**config.mk**
```make
export PLATFORM = sky130hd
export DESIGN_NAME = acs_top
export DESIGN_NICKNAME = d
export VERILOG_FILES = /design/src/verilog/acs_pkg.sv /design/src/verilog/acs_top.sv /design/src/verilog/acs_tad_div.sv /design/src/verilog/acs_sar_core.sv
export SDC_FILE = /design/constraint.sdc
export NUM_CORES = 1
export LEC_CHECK = 0
export CAP_MARGIN = 25
export CORE_UTILIZATION = 37
export CTS_CLUSTER_DIAMETER = 60
export DETAILED_ROUTE_END_ITERATION = 7
export DONT_BUFFER_PORTS = 1
export GPL_TIMING_DRIVEN = 0
export PLACE_DENSITY = 0.62
export REMOVE_ABC_BUFFERS = 1
export SLEW_MARGIN = 25
export SYNTH_ARGS = -nofsm -noshare
export SYNTH_HDL_FRONTEND = slang
export SYNTH_HIERARCHICAL = 1
export SYNTH_SLANG_ARGS = --single-unit
```
**constraint.sdc**
```tcl
create_clock -name clk_i -period 3.3 [get_ports clk_i]
set_input_delay 0.33 -clock clk_i [delete_from_list [all_inputs] [get_ports clk_i]]
set_output_delay 0.33 -clock clk_i [all_outputs]
set_load 0.02 [all_outputs]
```
**src/verilog/acs_pkg.sv**
```systemverilog
// package: register map, fields, reset values and timing for the converter sequencer
package acs_pkg;
    // register word offsets (byte addresses, one 32-bit word each)
    localparam logic [7:0] ADDR_CTRL_ONE = 8'h00;
    localparam logic [7:0] ADDR_CTRL_TWO = 8'h04;
    localparam logic [7:0] ADDR_CTRL_THREE = 8'h08;
    localparam logic [7:0] ADDR_INPUT_SEL = 8'h0C;
    localparam logic [7:0] ADDR_PIN_FUNC = 8'h10;
    localparam logic [7:0] ADDR_SCAN_SEL = 8'h14;
    localparam logic [7:0] ADDR_IRQ_STAT = 8'h18;
    localparam logic [7:0] ADDR_IRQ_MASK = 8'h1C;
    localparam logic [7:0] ADDR_BUF_BASE = 8'h40;
    // control_reg_one fields
    localparam int CTRL1_SAMPLE_BIT = 1;
    localparam int CTRL1_DONE_BIT = 0;
    localparam int CTRL1_TRIG_LSB = 5;
    localparam int CTRL1_FORM_LSB = 8;
    localparam int CTRL1_ON_BIT = 15;
    // control_reg_two fields
    localparam int CTRL2_SPI_LSB = 2;
    localparam int CTRL2_VREF_LSB = 13;
    // control_reg_three fields
    localparam int CTRL3_DIV_LSB = 0;
    localparam int CTRL3_ACQ_LSB = 8;
    // trigger source codes
    localparam logic [2:0] TRIG_SOFT = 3'b000;
    localparam logic [2:0] TRIG_TIMER = 3'b011;
    localparam logic [2:0] TRIG_EXT = 3'b001;
    localparam logic [2:0] TRIG_AUTO = 3'b111;
    // status/mask bits
    localparam int IRQ_CONV_BIT = 0;
    localparam int IRQ_ABORT_BIT = 1;
    // reset values
    localparam logic [15:0] RST_CTRL = 16'h0000;
    localparam logic [15:0] RST_PIN_FUNC = 16'h0000;
    // converter timing: 12 conversion clocks plus one to load
    localparam int CONV_TAD = 12;
    // 1 Msps at 250 MHz: 250 cycles per sample
    localparam real CLK_NS = 4.0;
    localparam real SAMPLE_PERIOD_NS = 1000.0;
    localparam int SAMPLE_CYCLES = int'(SAMPLE_PERIOD_NS / CLK_NS);
    // state machine
    typedef enum logic [1:0] {
        ST_IDLE = 2'b00,
        ST_ACQ = 2'b01,
        ST_CONV = 2'b10
    } acs_state_e;
endpackage : acs_pkg

```
**src/verilog/acs_top.sv**
```systemverilog
// converter sequencer top: registers, trigger, result buffer, interrupt
//
// Implementation choices: the plain strobed port and the register addresses.
`timescale 1ns/1ns
`default_nettype none
module acs_top
    import acs_pkg::*;
#(
    parameter int RES_W = 10,
    parameter int BUF_DEPTH = 16
) (
    input wire logic clk_i,
    input wire logic rstn_i,
    input wire logic [7:0] addr_i,
    input wire logic [31:0] wdata_i,
    input wire logic wr_i,
    input wire logic rd_i,
    output logic [31:0] rdata_o,
    input wire logic sleep_i,
    input wire logic timer_trig_i,
    input wire logic ext_trig_i,
    input wire logic cmp_i,
    output logic [RES_W-1:0] dac_trial_o,
    output logic [3:0] mux_sel_o,
    output logic [1:0] hold_sel_o,
    output logic hold_sample_o,
    output logic vref_ext_o,
    output logic [15:0] pin_digital_o,
    output logic irq_o
);
    logic [15:0] ctrl_one_reg, ctrl_one_next;
    logic [15:0] ctrl_two_reg, ctrl_two_next;
    logic [15:0] ctrl_three_reg, ctrl_three_next;
    logic [15:0] input_select_reg, input_select_next;
    logic [15:0] pin_function_reg, pin_function_next;
    logic [15:0] scan_select_reg, scan_select_next;
    logic [1:0] stat_reg, stat_next;
    logic [1:0] mask_reg, mask_next;
    logic [31:0] rdata_next;
    logic [RES_W-1:0] result_buffer [BUF_DEPTH];
    logic [3:0] wptr_reg, wptr_next;
    logic [3:0] cnt_reg, cnt_next;
    logic [7:0] acq_cnt_reg, acq_cnt_next;
    acs_state_e state_reg, state_next;
    logic conv_start;
    logic tick;
    logic sar_busy;
    logic sar_done;
    logic [RES_W-1:0] sar_result;
    logic [RES_W-1:0] trial;
    logic conv_on;
    logic [2:0] trig_src;
    logic wr_one;
    logic irq_next;
    logic [1:0] ev;

    // 16-bit formatted view of a 10-bit entry
    function automatic logic [15:0] fmt(input logic [RES_W-1:0] v,
                                        input logic [1:0] f);
        logic [15:0] r;
        r = 16'h0000;
        unique case (f)
            2'b00: r = {6'b0, v};
            2'b01: r = {{6{~v[RES_W-1]}}, ~v[RES_W-1], v[RES_W-2:0]};
            2'b10: r = {v, 6'b0};
            2'b11: r = {~v[RES_W-1], v[RES_W-2:0], 6'b0};
        endcase
        return r;
    endfunction : fmt

    assign conv_on = ctrl_one_reg[CTRL1_ON_BIT];
    assign trig_src = ctrl_one_reg[CTRL1_TRIG_LSB +: 3];
    assign wr_one = wr_i && addr_i == ADDR_CTRL_ONE;

    // sleep_i only gates the cpu, the sequencer stays clocked
    acs_tad_div #(.DIV_W(6)) u_div (
        .clk_i(clk_i),
        .rstn_i(rstn_i),
        .run_i(conv_on),
        .div_i(ctrl_three_reg[CTRL3_DIV_LSB +: 6]),
        .tick_o(tick)
    );

    acs_sar_core #(.RES_W(RES_W)) u_sar (
        .clk_i(clk_i),
        .rstn_i(rstn_i),
        .start_i(conv_start),
        .abort_i(!conv_on),
        .tick_i(tick),
        .cmp_i(cmp_i),
        .trial_o(trial),
        .busy_o(sar_busy),
        .done_o(sar_done),
        .result_o(sar_result)
    );

    // sequencer; auto mode needs no sync tads, giving top rate
    always_comb begin
        state_next = state_reg;
        acq_cnt_next = acq_cnt_reg;
        conv_start = 1'b0;
        unique case (state_reg)
            ST_IDLE: begin
                if (conv_on && ctrl_one_reg[CTRL1_SAMPLE_BIT]) begin
                    state_next = ST_ACQ;
                    acq_cnt_next = '0;
                end
            end
            ST_ACQ: begin
                if (tick && trig_src == TRIG_AUTO) begin
                    acq_cnt_next = acq_cnt_reg + 8'd1;
                end
                unique case (trig_src)
                    TRIG_SOFT: begin
                        conv_start = !ctrl_one_reg[CTRL1_SAMPLE_BIT];
                    end
                    TRIG_TIMER: conv_start = timer_trig_i;
                    TRIG_EXT: conv_start = ext_trig_i;
                    TRIG_AUTO: conv_start = tick && (acq_cnt_reg + 8'd1 >=
                        {3'b0, ctrl_three_reg[CTRL3_ACQ_LSB +: 5]});
                    default: conv_start = 1'b0;
                endcase
                if (conv_start) begin
                    state_next = ST_CONV;
                end
            end
            ST_CONV: begin
                if (sar_done) begin
                    state_next = ST_IDLE;
                end
            end
            default: state_next = ST_IDLE;
        endcase
        if (!conv_on) begin
            state_next = ST_IDLE;
            conv_start = 1'b0;
        end
    end

    // counting, irq events, register writes
    always_comb begin
        logic done_evt;
        done_evt = 1'b0;
        wptr_next = wptr_reg;
        cnt_next = cnt_reg;
        ctrl_one_next = ctrl_one_reg;
        ctrl_two_next = ctrl_two_reg;
        ctrl_three_next = ctrl_three_reg;
        input_select_next = input_select_reg;
        pin_function_next = pin_function_reg;
        scan_select_next = scan_select_reg;
        mask_next = mask_reg;
        stat_next = stat_reg;
        ev = 2'b00;
        if (wr_i) begin
            unique case (addr_i)
                ADDR_CTRL_ONE: ctrl_one_next = wdata_i[15:0];
                ADDR_CTRL_TWO: ctrl_two_next = wdata_i[15:0];
                ADDR_CTRL_THREE: ctrl_three_next = wdata_i[15:0];
                ADDR_INPUT_SEL: input_select_next = wdata_i[15:0];
                ADDR_PIN_FUNC: pin_function_next = wdata_i[15:0];
                ADDR_SCAN_SEL: scan_select_next = wdata_i[15:0];
                ADDR_IRQ_MASK: mask_next = wdata_i[1:0];
                default: ;
            endcase
        end
        // a stopped converter restarts filling at entry zero
        if (!conv_on) begin
            wptr_next = '0;
        end
        if (sar_done && conv_on) begin
            wptr_next = wptr_reg + 4'd1;
            if (cnt_reg >= ctrl_two_reg[CTRL2_SPI_LSB +: 4]) begin
                cnt_next = '0;
                wptr_next = '0;
                done_evt = 1'b1;
            end else begin
                cnt_next = cnt_reg + 4'd1;
            end
        end
        // auto mode re-arms sampling; soft mode leaves it clear
        if (sar_done && conv_on && trig_src == TRIG_AUTO) begin
            ctrl_one_next[CTRL1_SAMPLE_BIT] = 1'b1;
        end
        if (ctrl_one_next[CTRL1_ON_BIT] == 1'b0) begin
            cnt_next = '0;
        end
        ev[IRQ_CONV_BIT] = done_evt;
        ev[IRQ_ABORT_BIT] = conv_on && sar_busy && wr_one
            && !wdata_i[CTRL1_ON_BIT];
        if (rd_i && addr_i == ADDR_IRQ_STAT) begin
            stat_next = 2'b00;
        end
        stat_next = stat_next | ev; // set beats read clear
        if (done_evt) begin
            ctrl_one_next[CTRL1_DONE_BIT] = 1'b1;
        end
        irq_next = |(stat_next & mask_reg);
    end

    // register read, formatted buffer read one cycle later
    always_comb begin
        rdata_next = 32'h0000_0000;
        if (rd_i) begin
            if (addr_i >= ADDR_BUF_BASE) begin
                rdata_next[15:0] = fmt(result_buffer[addr_i[5:2]],
                    ctrl_one_reg[CTRL1_FORM_LSB +: 2]);
            end else begin
                unique case (addr_i)
                    ADDR_CTRL_ONE: rdata_next[15:0] = ctrl_one_reg;
                    ADDR_CTRL_TWO: rdata_next[15:0] = ctrl_two_reg;
                    ADDR_CTRL_THREE: rdata_next[15:0] = ctrl_three_reg;
                    ADDR_INPUT_SEL: rdata_next[15:0] = input_select_reg;
                    ADDR_PIN_FUNC: rdata_next[15:0] = pin_function_reg;
                    ADDR_SCAN_SEL: rdata_next[15:0] = scan_select_reg;
                    ADDR_IRQ_STAT: rdata_next[1:0] = stat_reg;
                    ADDR_IRQ_MASK: rdata_next[1:0] = mask_reg;
                    default: rdata_next = 32'h0000_0000;
                endcase
            end
        end
    end

    // buffer written only by the converter, never by the bus
    always_ff @(posedge clk_i) begin
        if (sar_done && conv_on) begin
            result_buffer[wptr_reg] <= sar_result;
        end
    end

    always_ff @(posedge clk_i or negedge rstn_i) begin
        if (!rstn_i) begin
            state_reg <= ST_IDLE;
            acq_cnt_reg <= '0;
            wptr_reg <= '0;
            cnt_reg <= '0;
            ctrl_one_reg <= RST_CTRL;
            ctrl_two_reg <= RST_CTRL;
            ctrl_three_reg <= RST_CTRL;
            input_select_reg <= RST_CTRL;
            pin_function_reg <= RST_PIN_FUNC;
            scan_select_reg <= RST_CTRL;
            stat_reg <= 2'b00;
            mask_reg <= 2'b00;
            rdata_o <= 32'h0000_0000;
            irq_o <= 1'b0;
            dac_trial_o <= '0;
            mux_sel_o <= '0;
            hold_sel_o <= '0;
            hold_sample_o <= 1'b0;
            vref_ext_o <= 1'b0;
            pin_digital_o <= 16'h0000;
        end else begin
            state_reg <= state_next;
            acq_cnt_reg <= acq_cnt_next;
            wptr_reg <= wptr_next;
            cnt_reg <= cnt_next;
            ctrl_one_reg <= ctrl_one_next;
            ctrl_two_reg <= ctrl_two_next;
            ctrl_three_reg <= ctrl_three_next;
            input_select_reg <= input_select_next;
            pin_function_reg <= pin_function_next;
            scan_select_reg <= scan_select_next;
            stat_reg <= stat_next;
            mask_reg <= mask_next;
            rdata_o <= rdata_next;
            irq_o <= irq_next;
            dac_trial_o <= trial;
            mux_sel_o <= input_select_reg[3:0];
            hold_sel_o <= input_select_reg[9:8];
            hold_sample_o <= state_next == ST_ACQ;
            vref_ext_o <= ctrl_two_reg[CTRL2_VREF_LSB];
            pin_digital_o <= pin_function_reg;
        end
    end

    chk_irq_follows_stat: assert property (
        @(posedge clk_i) disable iff (!rstn_i)
        (stat_reg[IRQ_CONV_BIT] && mask_reg[IRQ_CONV_BIT]
         && !(rd_i && addr_i == ADDR_IRQ_STAT)) |=> irq_o)
        else $error("irq not raised for set status");
    chk_acq_start: assert property (
        @(posedge clk_i) disable iff (!rstn_i)
        (state_reg == ST_IDLE && conv_on && ctrl_one_reg[CTRL1_SAMPLE_BIT])
        |=> state_reg == ST_ACQ || !conv_on)
        else $error("acquisition did not start");
    chk_soft_trig: assert property (
        @(posedge clk_i) disable iff (!rstn_i)
        (state_reg == ST_ACQ && conv_on && trig_src == TRIG_SOFT
         && !ctrl_one_reg[CTRL1_SAMPLE_BIT]) |=> sar_busy || !conv_on)
        else $error("soft trigger ignored");
    chk_abort_stop: assert property (
        @(posedge clk_i) disable iff (!rstn_i)
        !conv_on |=> !sar_busy && state_reg == ST_IDLE)
        else $error("abort did not stop");
    chk_done_flag: assert property (
        @(posedge clk_i) disable iff (!rstn_i)
        $rose(stat_reg[IRQ_CONV_BIT]) |-> $past(sar_done))
        else $error("irq flag without conversion");
    chk_conv_len: assert property (
        @(posedge clk_i) disable iff (!rstn_i)
        $rose(sar_busy) |-> ##1 !sar_done)
        else $error("conversion ended at once");
    chk_read_zero: assert property (
        @(posedge clk_i) disable iff (!rstn_i)
        !rd_i |=> rdata_o == 32'h0000_0000)
        else $error("read data outside read cycle");
    chk_pin_func: assert property (
        @(posedge clk_i) disable iff (!rstn_i)
        ##1 pin_digital_o == $past(pin_function_reg))
        else $error("pin function not applied");
endmodule : acs_top
`default_nettype wire

```
**src/verilog/acs_tad_div.sv**
```systemverilog
// tad divider: one-cycle enable at clk*(div+1)/2 rounding up to whole cycles, never fewer than two
`timescale 1ns/1ns
`default_nettype none
module acs_tad_div
    import acs_pkg::*;
#(
    parameter int DIV_W = 6
) (
    input wire logic clk_i,
    input wire logic rstn_i,
    input wire logic run_i,
    input wire logic [DIV_W-1:0] div_i,
    output logic tick_o
);
    logic [DIV_W-1:0] cnt_reg;
    logic [DIV_W-1:0] cnt_next;
    logic tick_next;
    logic [DIV_W-1:0] top;

    // half-cycle steps cannot be made on one clock; round up
    always_comb begin
        top = div_i >> 1;
        // comparator answers two cycles after a trial; one-cycle tad is stale
        if (top == '0) begin
            top = DIV_W'(1);
        end
        cnt_next = cnt_reg;
        tick_next = 1'b0;
        if (!run_i) begin
            cnt_next = '0;
        end else if (cnt_reg >= top) begin
            cnt_next = '0;
            tick_next = 1'b1;
        end else begin
            cnt_next = cnt_reg + 1'b1;
        end
    end

    always_ff @(posedge clk_i or negedge rstn_i) begin
        if (!rstn_i) begin
            cnt_reg <= '0;
            tick_o <= 1'b0;
        end else begin
            cnt_reg <= cnt_next;
            tick_o <= tick_next;
        end
    end
endmodule : acs_tad_div
`default_nettype wire

```
**src/verilog/acs_sar_core.sv**
```systemverilog
// successive-approximation sequencer: two settle tad ticks, then one result bit per tick
`timescale 1ns/1ns
`default_nettype none
module acs_sar_core
    import acs_pkg::*;
#(
    parameter int RES_W = 10
) (
    input wire logic clk_i,
    input wire logic rstn_i,
    input wire logic start_i,
    input wire logic abort_i,
    input wire logic tick_i,
    input wire logic cmp_i,
    output logic [RES_W-1:0] trial_o,
    output logic busy_o,
    output logic done_o,
    output logic [RES_W-1:0] result_o
);
    logic [RES_W-1:0] sar_reg;
    logic [RES_W-1:0] sar_next;
    logic [RES_W-1:0] bit_reg;
    logic [RES_W-1:0] bit_next;
    logic [3:0] tad_reg;
    logic [3:0] tad_next;
    logic busy_next;
    logic done_next;
    logic [RES_W-1:0] res_next;

    assign trial_o = sar_reg | bit_reg;

    // two settle tads then ten decision tads: 12 total
    always_comb begin
        sar_next = sar_reg;
        bit_next = bit_reg;
        tad_next = tad_reg;
        busy_next = busy_o;
        done_next = 1'b0;
        res_next = result_o;
        if (abort_i) begin
            busy_next = 1'b0;
        end else if (start_i && !busy_o) begin
            busy_next = 1'b1;
            sar_next = '0;
            bit_next = {1'b1, {(RES_W-1){1'b0}}};
            tad_next = '0;
        end else if (busy_o && tick_i) begin
            tad_next = tad_reg + 4'd1;
            if (tad_reg >= 4'(CONV_TAD - RES_W)) begin
                if (cmp_i) begin
                    sar_next = sar_reg | bit_reg;
                end
                bit_next = bit_reg >> 1;
                if (bit_reg[0]) begin
                    busy_next = 1'b0;
                    done_next = 1'b1;
                    res_next = cmp_i ? (sar_reg | bit_reg) : sar_reg;
                end
            end
        end
    end

    always_ff @(posedge clk_i or negedge rstn_i) begin
        if (!rstn_i) begin
            sar_reg <= '0;
            bit_reg <= '0;
            tad_reg <= '0;
            busy_o <= 1'b0;
            done_o <= 1'b0;
            result_o <= '0;
        end else begin
            sar_reg <= sar_next;
            bit_reg <= bit_next;
            tad_reg <= tad_next;
            busy_o <= busy_next;
            done_o <= done_next;
            result_o <= res_next;
        end
    end
endmodule : acs_sar_core
`default_nettype wire

```
Word-level counts from Yosys, hierarchy flattened
Memory sizes are Yosys's and may differ from the RTL's.
Index checks and enable logic that the tools add are counted.
Widths: inputs -> output; s select.
- add/subtract/negate cells: 5
- multiply operators: 0
- divide/modulo/power cells: 0
- $lt $le $gt $ge: 5
- equality and inequality tests: 23
- shifts and indexed selects: 0
- mux-type cells: 56
- bitwise logic cells: 5
- reductions and logical operators: 42
- operator list (kind ; count):
    $pmux 14 s6 ; 1
    $mux 10 ; 7
    $mux 16 ; 4
    $pmux 16 s4 ; 1
    $eq 8x5->1 const B ; 4
    $mux 4 ; 8
    $mux 1 ; 21
    $reduce_and 2->1 ; 10
    $eq 8x4->1 const B ; 2
    $mux 8 ; 2
    $pmux 2 s8 ; 1
    $pmux 8 s2 ; 1
    $reduce_bool 2->1 ; 7
    $add 4x1->4 const B ; 3
    $logic_and 1x1->1 ; 12
    $mux 6 ; 2
    $mux 2 ; 5
    $or 10x10->10 ; 1
    $ne 3x1->1 const B ; 3
    $reduce_and 3->1 ; 3
    $add 8x1->8 const B ; 1
    $eq 8x3->1 const B ; 1
    $ge 8x5->1 ; 1
    $ge 8x7->1 const B ; 1
    other kinds (24) ; 34
- flip-flop bits (word level): 228
- bits in latches: 0
- memory bits (writable): 160
- bits in read-only memories: 0
- bits of input ports: 48
- output and inout port bits: 67
- memories: 1
- memory list (name ; depth ; width ; read ports ; clocked after Yosys merged registers in ; wr ports ; line ; text):
    result_buffer ; 16 ; 10 ; 1 ; 0 ; 1 ; acs_top.sv:40 ; logic [RES_W-1:0] result_buffer [BUF_DEPTH];

Longest topological paths before layout
Gate-level depths: netlist of the first run.
- word-level depth: 10
- gate-level depth with buffers: 11
- gate-level depth less buffers: 10

By module
Netlist of the first run, hierarchy kept.
- by module, submodules not included (module ; instances ; cells each ; area an instance (um^2)):
    acs_top ; 1 ; 862 ; 13810.7
    acs_sar_core ; 1 ; 144 ; 1662.8
    acs_tad_div ; 1 ; 42 ; 421.7

Worst setup path after synthesis of the first run
Ideal clock, no wire load.
- path type: reg2reg
- start point: reg acq_cnt_reg[0]
- end point: reg u_sar.tad_reg[3]
- library setup time: 129 ps
- arrival time: 2566 ps
- setup slack: 605 ps
- stages on the path, launching flop included: 12
- period minus slack after synthesis: 2695 ps
- cells stage by stage: dfrtp_1 > ha_1 > nand3_1 > xnor2_1 > ha_1 > o21ai_0 > or4_1 > o311ai_0 > or3b_4 > clkbuf_1 > o211ai_1 > o31ai_1
- word-level cells in the longest chain between the ends: 10
- elaborated cells between the ends (all ways): 11
- classes of those cells: add/sub (1); order compare (1); mux (5); reduce/logical (4)
- RTL lines (what ; line ; text):
    start, declared ; acs_top.sv:43 ; logic [7:0] acq_cnt_reg, acq_cnt_next;
    start signal, assigned ; acs_top.sv:255 ; acq_cnt_reg <= acq_cnt_next;
    $add 8x1->8 * ; acs_top.sv:119 ; TRIG_AUTO: conv_start = tick && (acq_cnt_reg + 8'd1 >=
    $ge 8x5->1 * ; acs_top.sv:119 ;
    $logic_and 1x1->1 * ; acs_top.sv:119 ;
    $pmux 1 s4 * ; acs_top.sv:113 ; unique case (trig_src)
    $mux 1 * (2 in series) ; acs_top.sv:102 ; unique case (state_reg)
    $mux 1 * ; acs_top.sv:134 ; if (!conv_on) begin
    net conv_start ; acs_top.sv:45 ; logic conv_start;
    $logic_and 1x1->1 * ; acs_sar_core.sv:42 ; end else if (start_i && !busy_o) begin
    $reduce_bool 2->1 (no line) ; n/a ;
    $reduce_and 2->1 (no line) ; n/a ;
    end signal, assigned ; acs_sar_core.sv:74 ; tad_reg <= tad_next;
    end, declared ; acs_sar_core.sv:24 ; logic [3:0] tad_reg;
Mark *: on every way through the listed nets, which the timed path passes. The rest lies on a longest branch. The select of a mux whose other input is x is not followed.
A chain may end at the register's enable or synchronous reset.

Worst setup path in the final report of the first run
- start point: reg acq_cnt_reg[0]
- end point: reg u_sar.sar_reg[4]
- word-level cells in the longest chain between the ends: 10
- elaborated cells between the ends (all ways): 12
- classes of those cells: add/sub (1); order compare (1); mux (5); reduce/logical (5)
- RTL lines (what ; line ; text):
    $add 8x1->8 * ; acs_top.sv:119 ;
    $ge 8x5->1 * ; acs_top.sv:119 ;
    $logic_and 1x1->1 * ; acs_top.sv:119 ;
    $pmux 1 s4 * ; acs_top.sv:113 ;
    $mux 1 * (2 in series) ; acs_top.sv:102 ;
    $mux 1 * ; acs_top.sv:134 ;
    net conv_start ; acs_top.sv:45 ;
    $logic_and 1x1->1 * ; acs_sar_core.sv:42 ;
    $reduce_bool 2->1 (no line) ; n/a ;
    $reduce_and 3->1 (no line) ; n/a ;
    end signal, assigned ; acs_sar_core.sv:72 ; sar_reg <= sar_next;
    end, declared ; acs_sar_core.sv:20 ; logic [RES_W-1:0] sar_reg;
Marks and branches as above.

==> impl_metrics.ini, run 1 <==
[setup_path]
start_kind = flip-flop
crit_top_cell = ha_1
reg2reg_slack_ns = 0.36
path_cells = ha_1, nand3_1, xnor2_1, ha_1, o21ai_0, or4_1, o311ai_0, or3b_4, a22o_2
path_buf_inv = 0
critPathMaxStageDelay_ns = 0.58
crit_type = reg2reg
crit_fanout = 22
crit_arrival_ns = 3.37
crit_path_top_delay_cell = or3b_4
crit_path_start = acq_cnt_reg[0]$_DFFE_PN0P_
cp_data_required_time_ns = 3.73
r2r_start = acq_cnt_reg[0]$_DFFE_PN0P_
critical_path.top_delay_family = simple AND/OR/NAND/NOR gates
endpoint_kind = flip-flop

[die]
die_h_um = 209.3
core_mm2 = 0.04213
start_util = 0.3773
design.die.area_mm2 = 0.04379
die_width_um = 209.3
rows = 75
design.portCount = 115

[yosys]
synthFlopType = dfrtp_1
yosys.area.top_type_share = 0.3338
synth_edf_count = 160
yosys_register_bits = 372
yosys-top-cells-area = dfrtp_1 33%, edfxtp_1 30%, mux2_2 7.6%, mux4_2 6.0%, ha_1 1.8%
synth_area_leader_cell = dfrtp_1
synth_cells = 1048
ys_async_sr_fraction = 0.5699
syn_area_mm2 = 0.01590
synth_seq_area_share = 0.6360
ys.warnings.count = 6
syn_area_per_cell_um2 = 15.17
synth_cell_types = 82

[finish]
top_register = result_buffer
nFillCells = 3749
design_area_mm2 = 0.01771
final_cell_mix = 212 x dfrtp_1, 160 x edfxtp_1, 107 x mux2_2
final_common_cell = dfrtp_1
stdcell_count = 1632
largest_register_ffs = 160
area.sequential_mm2 = 0.01011
area_growth_pct = 11.41
layout-drive-gt1-share = 0.2287
final_nets = 1136
multi_input_area_mm2 = 0.005289
insertedDiodeCount = 0

[placed_design]
placed_area_mm2 = 0.01625
place_inst = 1543
post-dp-hpwl_mm = 22.75
io_buffers = 0
gp_congestion = 0.8137

[sta]
slew_viol_final = 0
tns_ns = 0
setup_violations = 0
finalCritPeriodShare = 0.8922
final_hold_viol_count = 212
relSlewSlack = 0.3287
fin_crit_ns = 2.944
tightest_slew_ns = 1.003
final.setup_skew_ns = 0.01710
rsz0062_at_grt = no
max_clock_freq_mhz = 339.7
holdWs_ns = -0.5069

[power]
power.density_mw_per_mm2 = 542.2
leakage_uw = 0.007708
peakVddDrop_mv = 0.3746
power.total_uw = 9602

[clock_network]
cts_tree = built
hold_buffers = 19
cts_buffers = 40
cts_resized = 0
cts_root_buf = clkbuf_16
postCtsSetupBuffers = 0
cts.sinks = 372
ctsHtreeMaxLevel = 2
clkSlewWorstSetupHoldPaths_ns = 0.06
insertion_delay_ns = 0.54
clockBufferDepth = 3

[global_routing]
grtUsageMet2 = 0.2570
grt.overflow.total = 0
grt_max_degree = 213
track_usage = 0.1644
antenna_found_initial = 2
grt_use_met3 = 0.03142
grt_pass1_wl_mm = 55.36
grt_use_met1 = 0.2362
busiest_layer = met2
grt_pass1_vias = 8951

[route]
totalWireLength_mm = 35.50
vias_per_cell = 5.415
first_pass_iters = 5
via_count = 8838
drtIter0Drc = 826
detail-route-antenna-nets = 0
drc = 0
wl_per_cell_um = 21.75

[run_status]
violations = hold timing
status = finished with violations

[run]
maxCapViolCount = 0

[hold_path]
hold_path_class = in2async
-- report_power, final --
| part | switching [uW] | internal (uW) |
|---|---|---|
| logic | 147 | 141 |
| registers | 85.1 | 4880 |
| clock network | 1830 | 2520 |
| total | 2060 | 7540 |
-- path summary, 6_finish.rpt --
kind                                            endpoint  cells past startpoint
max                         u_sar/sar_reg[4]$_DFFE_PN0P_                      9
min                                 vref_ext_o$_DFF_PN0_                      0
max reg2reg                 u_sar/sar_reg[4]$_DFFE_PN0P_                      9
min reg2reg                       mux_sel_o[1]$_DFF_PN0_                      0
max in group asynchronous       dac_trial_o[3]$_DFF_PN0_                      0
min in group clk_i         u_sar/result_o[3]$_DFFE_PN0P_                      2
-- layout make-up --
class	instances	area share
Sequential cell	372	0.5709
Tap cell	539	0.03808
Inverter	46	0.009750
Clock buffer	47	0.05913
Multi-Input combinational cell	586	0.2986
Timing Repair Buffer	19	0.01074
Clock inverter	23	0.01279
-- cell usage after synthesis, types with 3 or more instances --
cell type    n
dfrtp_1    212
edfxtp_1   160
mux2_2     107
nand2_1     54
inv_1       45
mux4_2      42
nor2_1      32
a21oi_1     28
a22oi_1     27
mux2i_1     27
and2_1      24
ha_1        23
buf_2       20
buf_4       19
nand3_1     17
o21ai_0     15
a22o_1      13
or2_2       11
a221oi_1     9
a22o_2       9
clkbuf_1     9
nor2b_1      8
o22ai_1      7
xnor2_1      7
a21o_1       6
a31oi_1      6
nand2b_1     6
nor3_1       6
xor2_1       6
buf_6        5
mux4_1       5
a221o_1      4
o31ai_1      4
and3_1       3
mux2_1       3
o211ai_1     3
or3_1        3
-- metal layers --
metal,share of wire,vias up
li1,-,3958
met1,0.47,4624
met2,0.46,206
met3,0.051,48
met4,0.019,2
met5,0.00037,-
-- metrics by stage --
step           worst slack [ns]  hold slack (ns)    util
2_1_floorplan            0.6362          0.03441       -
3_3_place_gp             0.3521          0.03799  0.3856
3_5_place_dp             0.3450          0.03851  0.3856
4_1_cts                  0.3300          -0.5326  0.4203
5_1_grt                  0.1633          -0.5268  0.4203
6_report                 0.3558          -0.5069  0.4203
-- cells by family after synthesis --
| kind of cell | count (synthesis) | share of synthesized area |
|---|---|---|
| compound gates | 157 | 0.07431 |
| xor+xnor | 13 | 0.007163 |
| fa+ha+maj | 23 | 0.01810 |
| buf+inv | 105 | 0.03479 |
| flops | 372 | 0.6360 |
| mux | 184 | 0.1627 |
| other cells | 1 | 0.0002359 |
| simple gates | 193 | 0.06667 |
-- worst reg2reg max path: stages, from the launching register on --
cell      delay [ns]
dfrtp_1         0.43
ha_1            0.21
nand3_1         0.14
xnor2_1         0.19
ha_1            0.28
o21ai_0         0.09
or4_1           0.47
o311ai_0        0.14
or3b_4          0.58
a22o_2          0.31
(Power assumes the default switching activity.)
==> run 2: changes to the inputs <==
--- a/config.mk
+++ b/config.mk
@@ -11,7 +11,7 @@
 export DETAILED_ROUTE_END_ITERATION = 7
 export DONT_BUFFER_PORTS = 1
 export GPL_TIMING_DRIVEN = 0
-export PLACE_DENSITY = 0.62
+export PLACE_DENSITY = 0.64
 export REMOVE_ABC_BUFFERS = 1
 export SLEW_MARGIN = 25
 export SYNTH_ARGS = -nofsm -noshare
==> constraint.sdc (replaced) <==
create_clock -name clk_i -period 2.7 [get_ports clk_i]
set_input_delay 0.27 -clock clk_i [delete_from_list [all_inputs] [get_ports clk_i]]
set_output_delay 0.27 -clock clk_i [all_outputs]
set_load 0.02 [all_outputs]
==> impl_metrics.ini, run 2 (synthesized netlist as in run 1, its figures left out) <==
[power]
power.density_mw_per_mm2 = 662.6
switchingPower_uw = 2491
leakage_uw = 0.007845
combPwrFrac = 0.030
power_frac_seq = 0.511
p_sw_frac = 0.2099
power.total_uw = 11870
intPower_uw = 9377
p_clk_frac = 0.459
peakVddDrop_mv = 0.3715

[global_routing]
grt.overflow.total = 0
track_usage = 0.1630
grt_pass1_wl_mm = 55.06
grt_pass1_vias = 9032
grt_max_degree = 213
antenna_found_initial = 4

[sta]
setup_violations = 0
tightest_slew_ns = 0.9785
final_hold_viol_count = 212
fin_ws_ns = 0.007972
finalCritPeriodShare = 0.9970
relSlewSlack = 0.3448
max_clock_freq_mhz = 371.5
rsz0062_at_grt = yes
fin_crit_ns = 2.692
holdWs_ns = -0.5587
final.setup_skew_ns = 0.01457
slew_viol_final = 0

[setup_path]
crit_path_top_delay_cell = or4_4
endpoint_kind = flip-flop
crit_fanout = 6
cp_data_required_time_ns = 3.12
reg2reg_slack_ns = 0.008
crit_path_start = acq_cnt_reg[0]$_DFFE_PN0P_
r2r_start = acq_cnt_reg[0]$_DFFE_PN0P_
critical_path.top_delay_family = simple AND/OR/NAND/NOR gates
start_kind = flip-flop
crit_type = reg2reg
critPathMaxStageDelay_ns = 0.50
path_cells = ha_4, nand3_4, xnor2_2, ha_1, o21ai_1, or4_4, o311ai_4, or3b_4, a22o_2
r2r_cells = 9
crit_arrival_ns = 3.11
path_buf_inv = 0
r2r-end = u_sar/sar_reg[1]$_DFFE_PN0P_

[die]
design.portCount = 115
die_h_um = 209.3
design.die.area_mm2 = 0.04379
core_mm2 = 0.04213
die_width_um = 209.3
rows = 75
start_util = 0.3773

[placed_design]
placed_area_mm2 = 0.01625
post-dp-hpwl_mm = 22.30
pre_cts_slack_ns = -0.2306
gp_congestion = 0.8169
io_buffers = 0
place_inst = 1543

[run_status]
violations = hold timing
status = finished with violations

[finish]
final_cell_mix = 212 x dfrtp_1, 160 x edfxtp_1, 107 x mux2_2
design_area_mm2 = 0.01791
nFillCells = 3733
insertedDiodeCount = 0
largest_register_ffs = 160
area_growth_pct = 12.67
area.sequential_mm2 = 0.01011
top_register = result_buffer
final_nets = 1144
stdcell_count = 1643
multi_input_area_mm2 = 0.005420
layout-drive-gt1-share = 0.2391
final_common_cell = dfrtp_1

[clock_network]
ctsHtreeMaxLevel = 2
cts.sinks = 372
insertion_delay_ns = 0.53
cts_tree = built
hold_buffers = 18
cts_buffers = 41
clkSlewWorstSetupHoldPaths_ns = 0.06
clockBufferDepth = 3
cts_root_buf = clkbuf_16

[run]
maxCapViolCount = 0

[route]
vias_per_cell = 5.428
via_count = 8919
first_pass_iters = 5
drc = 0
wl_per_cell_um = 21.48
totalWireLength_mm = 35.29
drtIter0Drc = 599
detail-route-antenna-nets = 0

[hold_path]
hold_path_class = in2async
[run 2: power by group through the flow]
stage	Sequential (uW)	Clock, uW	Combinational [uW]
after floorplan	6140	0	248
after global routing	6070	5760	383
after detailed placement	6170	0	299
final	6070	5450	350
after global placement	6170	0	295
after CTS	6070	5540	349
[run 2: cell type report]
| type | instances | share of cell area |
|---|---|---|
| clock buffer | 53 | 0.06092 |
| multi-input combinational | 588 | 0.3026 |
| timing repair buffer | 24 | 0.01278 |
| tap | 539 | 0.03766 |
| inverter | 46 | 0.009641 |
| sequential | 372 | 0.5645 |
| clock inverter | 21 | 0.01188 |
[run 2: through the flow]
| step | util | TNS, ns |
|---|---|---|
| 6_report | 0.4251 | 0 |
| 2_1_floorplan | - | 0 |
| 4_1_cts | 0.4226 | 0 |
| 3_3_place_gp | 0.3856 | -3.750 |
| 5_1_grt | 0.4251 | -0.6661 |
| 3_5_place_dp | 0.3856 | -3.663 |
[run 2: repair_timing]
item	in CTS	in global routing
pin swaps	0	5
resized for setup	8	12
setup endpoints to repair	22	24
cloned	2	0
setup buffers	2	4
hold endpoints to repair	329	212
[run 2: worst reg2reg max path, cell delays in order, from the launching register on]
cell      delay (ns)
dfrtp_1         0.41
ha_4            0.18
nand3_4         0.08
xnor2_2         0.16
ha_1            0.29
o21ai_1         0.08
or4_4           0.50
o311ai_4        0.12
or3b_4          0.50
a22o_2          0.28
[run 2: worst max-delay path by stage]
stage / endpoint / slack (ns) / depth (start not counted)
final: u_sar/sar_reg[1]$_DFFE_PN0P_ / 0.008 / 9
after global routing: u_sar/sar_reg[1]$_DFFE_PN0P_ / -0.07 / 8
after CTS: u_sar/sar_reg[9]$_DFFE_PN0P_ / 0.02 / 9
after detailed placement: u_sar/sar_reg[9]$_DFFE_PN0P_ / -0.23 / 9
after global placement: u_sar/sar_reg[6]$_DFFE_PN0P_ / -0.24 / 9
after floorplan: u_sar/sar_reg[1]$_DFFE_PN0P_ / 0.04 / 9
[run 2: per-layer routing]
metal / part of all wire / vias up / track usage
li1: - / 3971 / -
met1: 0.46 / 4635 / 0.2379
met2: 0.45 / 243 / 0.2466
met3: 0.060 / 64 / 0.03097
met4: 0.021 / 6 / 0.04970
met5: 0.0010 / - / 0
==> run 3: changes to the inputs <==
--- a/config.mk
+++ b/config.mk
@@ -6,6 +6,7 @@
 export NUM_CORES = 1
 export LEC_CHECK = 0
 export CAP_MARGIN = 25
+export CORE_MARGIN = 8
 export CORE_UTILIZATION = 37
 export CTS_CLUSTER_DIAMETER = 60
 export DETAILED_ROUTE_END_ITERATION = 7
==> impl_metrics.ini, run 3 (synthesized netlist as in run 1, its figures left out) <==
[clock_network]
insertion_delay_ns = 0.53
cts_tree = built
cts_root_buf = clkbuf_16
clockBufferDepth = 3
cts.sinks = 372
cts_buffers = 40
hold_buffers = 18
clkSlewWorstSetupHoldPaths_ns = 0.06
ctsHtreeMaxLevel = 2

[power]
power.density_mw_per_mm2 = 663.5
p_clk_frac = 0.463
combPwrFrac = 0.030
leakage_uw = 0.007888
p_sw_frac = 0.2059
peakVddDrop_mv = 0.3879
intPower_uw = 9498
switchingPower_uw = 2462
power_frac_seq = 0.507

[global_routing]
grt_pass1_vias = 9235
grt_pass1_wl_mm = 57.00
grt.overflow.total = 0
track_usage = 0.1450
antenna_found_initial = 0
grt_max_degree = 213

[setup_path]
crit_fanout = 6
crit_path_top_delay_cell = or4_4
path_buf_inv = 1
path_cells = buf_6, nand3_4, xnor2_2, ha_2, o21ai_2, or4_4, o311ai_4, or3b_4, a22o_4
crit_arrival_ns = 3.11
crit_type = reg2reg
start_kind = flip-flop
critical_path.top_delay_family = simple AND/OR/NAND/NOR gates
critPathMaxStageDelay_ns = 0.52
endpoint_kind = flip-flop
cp_data_required_time_ns = 3.11

[placed_design]
gp_congestion = 0.8177
pre_cts_slack_ns = -0.2724
io_buffers = 0
post-dp-hpwl_mm = 23.34

[finish]
layout-drive-gt1-share = 0.2468
final_common_cell = dfrtp_1
insertedDiodeCount = 0
final_nets = 1144
fin_util = 0.4222
area_growth_pct = 13.40
final_cell_mix = 212 x dfrtp_1, 160 x edfxtp_1, 107 x mux2_2
largest_register_ffs = 160
top_register = result_buffer

[run_status]
status = finished with violations
violations = hold timing, setup timing

[die]
start_util = 0.3723
design.portCount = 115
die_h_um = 223.3
core_mm2 = 0.04270
rows = 76
die_width_um = 223.3
design.die.area_mm2 = 0.04985

[sta]
fin_ws_ns = -0.005503
final_hold_viol_count = 212
tns_ns = -0.01771
fin_crit_ns = 2.706
setup_violations = 5
max_clock_freq_mhz = 369.6
tightest_slew_ns = 1.039
holdWs_ns = -0.5663
slew_viol_final = 0
finalCritPeriodShare = 1.002
final.setup_skew_ns = 0.02933
relSlewSlack = 0.3046
rsz0062_at_grt = yes

[run]
maxCapViolCount = 0

[route]
wl_per_cell_um = 22.15
first_pass_iters = 5
totalWireLength_mm = 36.51
vias_per_cell = 5.413
detail-route-antenna-nets = 0
drc = 0
via_count = 8921
drtIter0Drc = 667

[hold_path]
hold_path_class = in2async
-- run 3: cell types whose count changed in the layout (fill, tap and decap cells not counted), moves of 2 or more --
cell | previous run | this run
clkbuf_8 | 2 | 9
a22o_2 | 5 | 0
clkinvlp_4 | 0 | 2
a22o_4 | 4 | 9
inv_6 | 4 | 1
clkinv_1 | 9 | 2
-- run 3: layout make-up --
cell class / instances / area [um2]
clock buffers: 58 / 1159
clock inverters: 13 / 182.7
fillers: 3763 / 24670
inverters: 46 / 172.7
multi-input cells: 588 / 5482
flip-flops and latches: 372 / 10110
well taps: 546 / 683.2
repair buffers: 25 / 236.5
-- run 3: final timing paths --
| kind | from | to | slack, ns | cells past startpoint |
|---|---|---|---|---|
| setup / recovery | acq_cnt_reg[0]$_DFFE_PN0P_ | u_sar/sar_reg[1]$_DFFE_PN0P_ | -0.006 | 9 |
| hold / removal | rstn_i | pin_digital_o[11]$_DFF_PN0_ | -0.57 | 0 |
| setup reg to reg | acq_cnt_reg[0]$_DFFE_PN0P_ | u_sar/sar_reg[1]$_DFFE_PN0P_ | -0.006 | 9 |
| hold reg to reg | pin_function_reg[7]$_DFFE_PN0P_ | pin_digital_o[7]$_DFF_PN0_ | 0.40 | 0 |
| max in group asynchronous | rstn_i | dac_trial_o[8]$_DFF_PN0_ | 2.91 | 0 |
| min in group clk_i | rd_i | rdata_o[12]$_DFF_PN0_ | 0.05 | 2 |
-- run 3: repair_timing --
item,in CTS,in global routing
cloned,2,0
gates resized for setup,11,19
buffers inserted,2,5
endpoints found under the hold margin,329,212
endpoints found under the setup margin,22,22
pin swaps,1,16
-- run 3: power by group through the flow --
stage / combinational, uW / clock [uW] / sequential, uW
finish: 356 / 5530 / 6070
global route: 384 / 5850 / 6080
CTS: 353 / 5640 / 6070
global placement: 297 / 0 / 6180
detailed placement: 301 / 0 / 6180
floorplan: 248 / 0 / 6140
-- run 3: through the flow --
stage,std cells,power [uW],cell area (um2)
after floorplan,1004,6392,15570
after global placement,1550,6472,16250
after detailed placement,1550,6479,16250
after CTS,1643,12060,17860
after global routing,1648,12310,18020
final,1648,11960,18020
-- run 3: per-layer routing --
layer	vias up	GRT usage	wire, um
met4	0	0.03526	688
met3	49	0.02600	2305
li1	3982	-	-
met1	4633	0.2010	16150
met2	257	0.2346	17370
met5	-	0	0
